<file path="config.mk">
export PLATFORM = sky130hd
export DESIGN_NAME = dcfbh_seq
export DESIGN_NICKNAME = d
export VERILOG_FILES = /design/src/rtl/dcfbh_pkg.sv /design/src/rtl/dcfbh_seq.sv
export SDC_FILE = /design/constraint.sdc
export NUM_CORES = 1
export LEC_CHECK = 0
export ABC_AREA = 1
export BUFFER_PORTS_ARGS = -buffer_cell sky130_fd_sc_hd__buf_2
export CORE_AREA = 10 10 47 49
export CTS_BUF_LIST = sky130_fd_sc_hd__clkbuf_4 sky130_fd_sc_hd__clkbuf_8
export DETAILED_ROUTE_END_ITERATION = 12
export DIE_AREA = 0 0 57 59
export PLACE_DENSITY = 0.5
export SLEW_MARGIN = 30
export SYNTH_ARGS = -nofsm -noshare
export SYNTH_HDL_FRONTEND = slang
export SYNTH_SLANG_ARGS = --single-unit
</file>
<file path="constraint.sdc">
create_clock -name sys_clk_in -period 1.19 [get_ports sys_clk_in]
set_input_delay 0.238 -clock sys_clk_in [delete_from_list [all_inputs] [get_ports sys_clk_in]]
set_output_delay 0.238 -clock sys_clk_in [all_outputs]
set_load 0.05 [all_outputs]
</file>
<file path="src/rtl/dcfbh_pkg.sv">
// constants and types for the dual-processor flush bus handoff sequencer
// assumes a single synchronous clock domain shared by both processors
package dcfbh_pkg;
    typedef enum logic [2:0] {
        DCFBH_IDLE      = 3'b000,
        DCFBH_TO_SEC    = 3'b001,
        DCFBH_SEC_FLUSH = 3'b011,
        DCFBH_TO_PRI    = 3'b010,
        DCFBH_PRI_FLUSH = 3'b110,
        DCFBH_ACK       = 3'b111
    } dcfbh_state_t;
    localparam logic       DCFBH_OWNER_PRI = 1'b0;
    localparam logic       DCFBH_OWNER_SEC = 1'b1;
    localparam logic [1:0] DCFBH_RATIO_W   = 2'd3;
    localparam logic [2:0] DCFBH_RATIO_2_7 = 3'h3;
endpackage

</file>
<file path="src/rtl/dcfbh_seq.sv">
// flush sequencer and bus owner arbiter for two processors on one bus
// assumes flush engines report completion with one-cycle done pulses
`timescale 1ns/1ps
`default_nettype none
// Overview of operation
// - flush request in dual processor mode first hands bus to secondary
// - secondary owning bus flushes its cache
// - secondary done returns bus to primary
// - secondary waits silent until primary finishes
// - primary flushes then drives flush acknowledge
// - acknowledge releases secondary, normal operation resumes
// - secondary bus requests blocked before acknowledge
module dcfbh_seq
    import dcfbh_pkg::*;
(
    input  wire logic       sys_clk_in,
    input  wire logic       nrst_in,
    input  wire logic       dual_processor_mode_in,
    input  wire logic [2:0] bus_ratio_in,
    input  wire logic       flush_req_in,
    input  wire logic       pri_bus_req_in,
    input  wire logic       sec_bus_req_in,
    input  wire logic       sec_flush_done_in,
    input  wire logic       pri_flush_done_in,
    output logic            bus_owner_out,
    output logic            pri_grant_out,
    output logic            sec_grant_out,
    output logic            sec_flush_start_out,
    output logic            pri_flush_start_out,
    output logic            flush_ack_cycle_out,
    output logic            sec_waiting_out,
    output logic            flush_busy_out,
    output logic            ratio_2_7_out
);
    dcfbh_state_t state;
    dcfbh_state_t next_state;
    logic         owner;
    logic         next_owner;
    logic         sec_start;
    logic         next_sec_start;
    logic         pri_start;
    logic         next_pri_start;
    logic         ack;
    logic         next_ack;

    always_comb begin
        next_state     = state;
        next_owner     = owner;
        next_sec_start = 1'b0;
        next_pri_start = 1'b0;
        next_ack       = 1'b0;
        case (state)
            DCFBH_IDLE: begin
                if (flush_req_in && dual_processor_mode_in) begin
                    next_owner = DCFBH_OWNER_SEC;
                    next_state = DCFBH_TO_SEC;
                end else if (owner == DCFBH_OWNER_PRI && !pri_bus_req_in && sec_bus_req_in) begin
                    next_owner = DCFBH_OWNER_SEC;
                end else if (owner == DCFBH_OWNER_SEC && !sec_bus_req_in && pri_bus_req_in) begin
                    next_owner = DCFBH_OWNER_PRI;
                end
            end
            DCFBH_TO_SEC: begin
                next_sec_start = 1'b1;
                next_state     = DCFBH_SEC_FLUSH;
            end
            DCFBH_SEC_FLUSH: begin
                if (sec_flush_done_in) begin
                    next_owner = DCFBH_OWNER_PRI;
                    next_state = DCFBH_TO_PRI;
                end
            end
            DCFBH_TO_PRI: begin
                next_pri_start = 1'b1;
                next_state     = DCFBH_PRI_FLUSH;
            end
            DCFBH_PRI_FLUSH: begin
                if (pri_flush_done_in) begin
                    next_ack   = 1'b1;
                    next_state = DCFBH_ACK;
                end
            end
            DCFBH_ACK: begin
                next_owner = DCFBH_OWNER_PRI;
                next_state = DCFBH_IDLE;
            end
            default: begin
                next_owner = DCFBH_OWNER_PRI;
                next_state = DCFBH_IDLE;
            end
        endcase
    end

    always_ff @(posedge sys_clk_in or negedge nrst_in) begin
        if (!nrst_in) begin
            state     <= DCFBH_IDLE;
            owner     <= DCFBH_OWNER_PRI;
            sec_start <= 1'b0;
            pri_start <= 1'b0;
            ack       <= 1'b0;
        end else begin
            state     <= next_state;
            owner     <= next_owner;
            sec_start <= next_sec_start;
            pri_start <= next_pri_start;
            ack       <= next_ack;
        end
    end

    // secondary held off in every phase after it gives the bus back, any ratio
    assign sec_waiting_out     = (state == DCFBH_TO_PRI) || (state == DCFBH_PRI_FLUSH)
                                 || (state == DCFBH_ACK);
    assign bus_owner_out       = owner;
    assign pri_grant_out       = (owner == DCFBH_OWNER_PRI);
    assign sec_grant_out       = (owner == DCFBH_OWNER_SEC) && !sec_waiting_out;
    assign sec_flush_start_out = sec_start;
    assign pri_flush_start_out = pri_start;
    assign flush_ack_cycle_out = ack;
    assign flush_busy_out      = (state != DCFBH_IDLE);
    assign ratio_2_7_out       = (bus_ratio_in == DCFBH_RATIO_2_7);
endmodule
`default_nettype wire

</file>
After elaboration in Yosys (flattened, before gate mapping):

Cells that the tools add are included.
Widths: inputs -> output; s select.

* equality and inequality tests: 10
* multiplexer cells: 13
* bitwise operators: 2
* reduce and logical (&&, ||, !) cells: 16

Operator list (count)
* $pmux 3 s5: 1
* $eq 3x2->1 const B: 3
* $mux 3: 3
* $mux 1: 8
* $eq 3x3->1 const B: 2
* $logic_and 1x1->1: 6
* $ne 2x2->1 const B: 3
* $reduce_and 3->1: 2
* $ne 4x4->1 const B: 1
* $eq 3x1->1 const B: 1
* $logic_not 1->1: 3
* $logic_not 3->1: 1
* $pmux 1 s3: 1
* $reduce_bool 3->1: 1
* $reduce_or 3->1: 1
* $logic_or 1x1->1: 2
* $not 1->1: 2

* register bits after elaboration: 7
* output and inout bits: 9
* word-level logic and storage cells: 46

Longest topological paths before layout:

* word-level depth: 7
* mapped depth: 7
* depth with buffers taken out: 7

Worst setup path after synthesis:

OpenSTA, ideal clock, no wires.

* path kind: flip-flop to output port
* start: register state[0]
* end: output sec_grant_out
* data arrival time: 1616 ps
* data required time: 952 ps
* path slack: -664 ps
* stages on the path, launching flop included: 5
* buffers on the path: 0
* cells stage by stage: dfrtp_1 > inv_2 > nor2_1 > nor2_1 > nor2_1

* longest elaborated chain between the ends: 5

Ends and longest elaborated chain
* start: declaration: line dcfbh_seq.sv:35 `dcfbh_state_t state;`
* start signal: assignment: line dcfbh_seq.sv:102 `state <= next_state;`
* $eq 3x2->1 or $eq 3x3->1 (tied branches): line dcfbh_seq.sv:111 `assign sec_waiting_out = (state == DCFBH_TO_PRI) || (state == DCFBH_PRI_FLUSH)`
* $logic_or 1x1->1: line dcfbh_seq.sv:111
* $logic_or 1x1->1 *: line dcfbh_seq.sv:112 `|| (state == DCFBH_ACK);`
* net sec_waiting_out: line dcfbh_seq.sv:31 `output logic sec_waiting_out,`
* $logic_not 1->1 *: line dcfbh_seq.sv:115 `assign sec_grant_out = (owner == DCFBH_OWNER_SEC) && !sec_waiting_out;`
* $logic_and 1x1->1 *: line dcfbh_seq.sv:115
* end: declaration: line dcfbh_seq.sv:27 `output logic sec_grant_out,`

The timed path passes the listed nets; every way through them passes the cells marked *.

Final worst setup path:

* start: register state[0]
* end: output sec_grant_out

* longest elaborated chain between the ends: 5

Ends and longest elaborated chain (line)
* $eq 3x2->1 or $eq 3x3->1 (tied branches): dcfbh_seq.sv:111
* $logic_or 1x1->1: dcfbh_seq.sv:111
* $logic_or 1x1->1 *: dcfbh_seq.sv:112
* $logic_not 1->1 *: dcfbh_seq.sv:115
* $logic_and 1x1->1 *: dcfbh_seq.sv:115

Every way passes the cells marked *; elsewhere a longest branch is shown, timed or not.

==> impl_metrics.py <==
metrics = {
    "final_layout": {
        "antenna_cells": 0,
        "final_cells": 90,
        "post-route-util_pct": 41.5,
        "area_growth_pct": 69.7,
        "drive_above_1_share_pct": 54.1,
        "final_nets": 86,
        "fin_area_um2": 582,
    },
    "critical_path": {
        "r2r-start": "state[0]",
        "end_kind": "output pin",
        "cp.arrival_ps": 1100,
        "r2r_slack_ps": 90,
        "max_stage_delay_ps": 380,
        "slowest_stage": "dfrtp_1",
        "cp_common_cell": "nor2_4",
        "worstPathCellList": "inv_2 -> nor2_4 -> nor2_4 -> nor2_4 -> buf_6",
        "crit_path_start_kind": "flop",
        "critPathMaxFanout": 2,
        "reg2regPathDepth": 8,
        "cp-startpoint": "state[0]",
        "r2r_end": "state[0]",
        "worstPathRequired_ps": 950,
        "crit_type": "reg -> out",
    },
    "detailed_routing": {
        "vias_per_cell": 4.28,
        "ant_nets": 0,
        "drc": 0,
        "wirelength_um": 942,
        "first_iter_violations": 4,
        "dr.pass1.iters": 4,
        "vias": 385,
        "wl_per_cell_um": 10.5,
    },
    "clock_network": {
        "htree_num_levels": 1,
        "clkLatencyLatePin_ps": 250,
        "cts.sinks": 7,
        "cts_buffers": 3,
        "cts_tree": "built",
        "clk_pin_slew_ps": 50,
        "root_buffer": "clkbuf_4",
        "clk_path_buf_depth": 2,
    },
    "status": {
        "failed_checks": "negative setup slack",
        "status": "finished with violations",
    },
    "placement": {
        "placed_cell_area_um2": 502,
        "gp_congestion": 0.765,
        "placed_cells": 84,
        "place_hpwl_um": 787,
        "numPortBuffers": 19,
    },
    "yosys": {
        "yosysSeqAreaShare_pct": 51.1,
        "yosys_warnings": 0,
        "synth_top_area_share_pct": 51.1,
        "synth.most_common_cell": "nor2_1",
        "ys_seq_elements": 7,
        "synthTopCellsByArea": "dfrtp_1, nor2_1, nand2_1, inv_1, a21oi_2",
        "synth_area_um2": 343,
        "yosys.area.top_type": "dfrtp_1",
        "synth_commonest_cells": "nor2_1, nand2_1, dfrtp_1, inv_1, inv_2",
        "synth_edf_count": 0,
        "synthesis.nets": 57,
        "async_flop_share_pct": 100,
        "synthFlopType": "dfrtp_1",
        "postSynthCellCount": 46,
        "syn_area_per_cell_um2": 7.45,
        "synth_cell_types": 11,
    },
    "sta": {
        "worst_slack_ps": -145,
        "period_needed_ps": 1340,
        "tightest_slew_ps": 252,
        "tns_ps": -453,
        "hold_violations": 0,
        "finalSetupViolations": 4,
        "finalClockSkew_ps": 0.416,
        "max_freq_mhz": 749,
        "slew_viol_final": 0,
        "fin_crit_sh_pct": 112,
        "slew_headroom_pct": 83.3,
        "rsz0062_at_grt": "yes",
    },
    "worst_hold_path": {
        "hold_path_end": "flush_ack_cycle_out",
        "hp-class": "in -> reg",
        "whs_path_depth": 3,
        "hold_start": "pri_flush_done_in",
    },
    "floorplan": {
        "initial_core_util_pct": 24.5,
        "num_rows": 14,
        "pin_count": 20,
        "core-area_um2": 1400,
        "fp.dieH_um": 59,
        "dieArea_um2": 3360,
        "fp.dieW_um": 57,
    },
    "power": {
        "p_leak_nw": 0.334,
        "peakVddDrop_uv": 872,
        "powerDensity_nw_per_um2": 3160,
        "total_power_mw": 1.84,
    },
    "grt": {
        "overflow": 0,
        "antenna_found_initial": 0,
        "first_global_vias": 395,
        "track_usage_pct": 6.58,
        "grt_max_degree": 8,
        "grt_pass1_wl_um": 1680,
    },
    "job": {
        "drv_cap": 0,
    },
}
report_power, final:
part	total [mW]	switching [mW]	internal, mW	leakage (nW)
registers	0.398	0.0631	0.335	0.0887
logic	1.20	0.787	0.412	0.226
clock network	0.243	0.0924	0.151	0.0184
total	1.84	0.943	0.899	0.334
sequential cells by signal, summed over array words and instances, names as in the netlist:
name / count
bus_owner_out: 1
flush_ack_cycle_out: 1
pri_flush_start_out: 1
sec_flush_start_out: 1
state: 3
worst max-delay path by stage:
stage	slack [ps]	to	depth (start not counted)
2_1_floorplan	-60	sec_grant_out	2
3_3_place_gp	10	sec_grant_out	4
3_5_place_dp	5	sec_grant_out	4
4_1_cts	-140	sec_grant_out	4
5_1_grt	-200	sec_grant_out	4
6_report	-150	sec_grant_out	5
placed cells by master, fill, tap and decap left out, drive strengths merged:
| master | n |
|---|---|
| nand2 | 10 |
| nand3 | 2 |
| a21oi | 2 |
| dfrtp | 7 |
| o21ai | 3 |
| dlygate4sd3 | 1 |
| nor2 | 11 |
| clkbuf | 4 |
| buf | 23 |
| nand4 | 1 |
| inv | 10 |
repair_timing:
action / CTS / global route
hold buffers: 1 / 0
setup buffers: 0 / 1
endpoints found under the hold margin: 7 / 0
gates resized for setup: 8 / 2
setup endpoints to repair: 4 / 4
pin swaps: 3 / 1
stage by stage:
| stage | hold slack [ps] | worst slack (ps) |
|---|---|---|
| after CTS | 209 | -144 |
| after global placement | 84.7 | 11.7 |
| after global routing | 242 | -195 |
| after detailed placement | 85.7 | 5.14 |
| final | 214 | -145 |
| after floorplan | -57.6 | -62.8 |
worst max-delay path: cells and delay by family, from the launching register on:
family	cells	cell delay, ps
AND/OR/NAND/NOR	3	240
buffers and inverters	2	220
flip-flops	1	380
per-layer routing:
layer	GRT usage [%]	share of wire (%)
met1	6.80	39
met2	8.99	46
met3	3.43	11
met4	7.05	4.0
met5	0	0
final cells by class:
cell class	count	area, um^2
Tap cell	16	20.0
Clock buffer	4	30.0
Multi-Input combinational cell	29	160
Inverter	10	37.5
Fill cell	158	820
Sequential cell	7	176
Timing Repair Buffer	24	158
logic make-up after synthesis:
logic type / count (synthesis) / share of synthesized area (%)
buffers and inverters: 10 / 11.0
AND/OR/NAND/NOR: 24 / 28.5
AO/OA/AOI/OAI: 5 / 9.49
flip-flops: 7 / 51.1
Note: power is estimated with default switching activity, not from simulation.
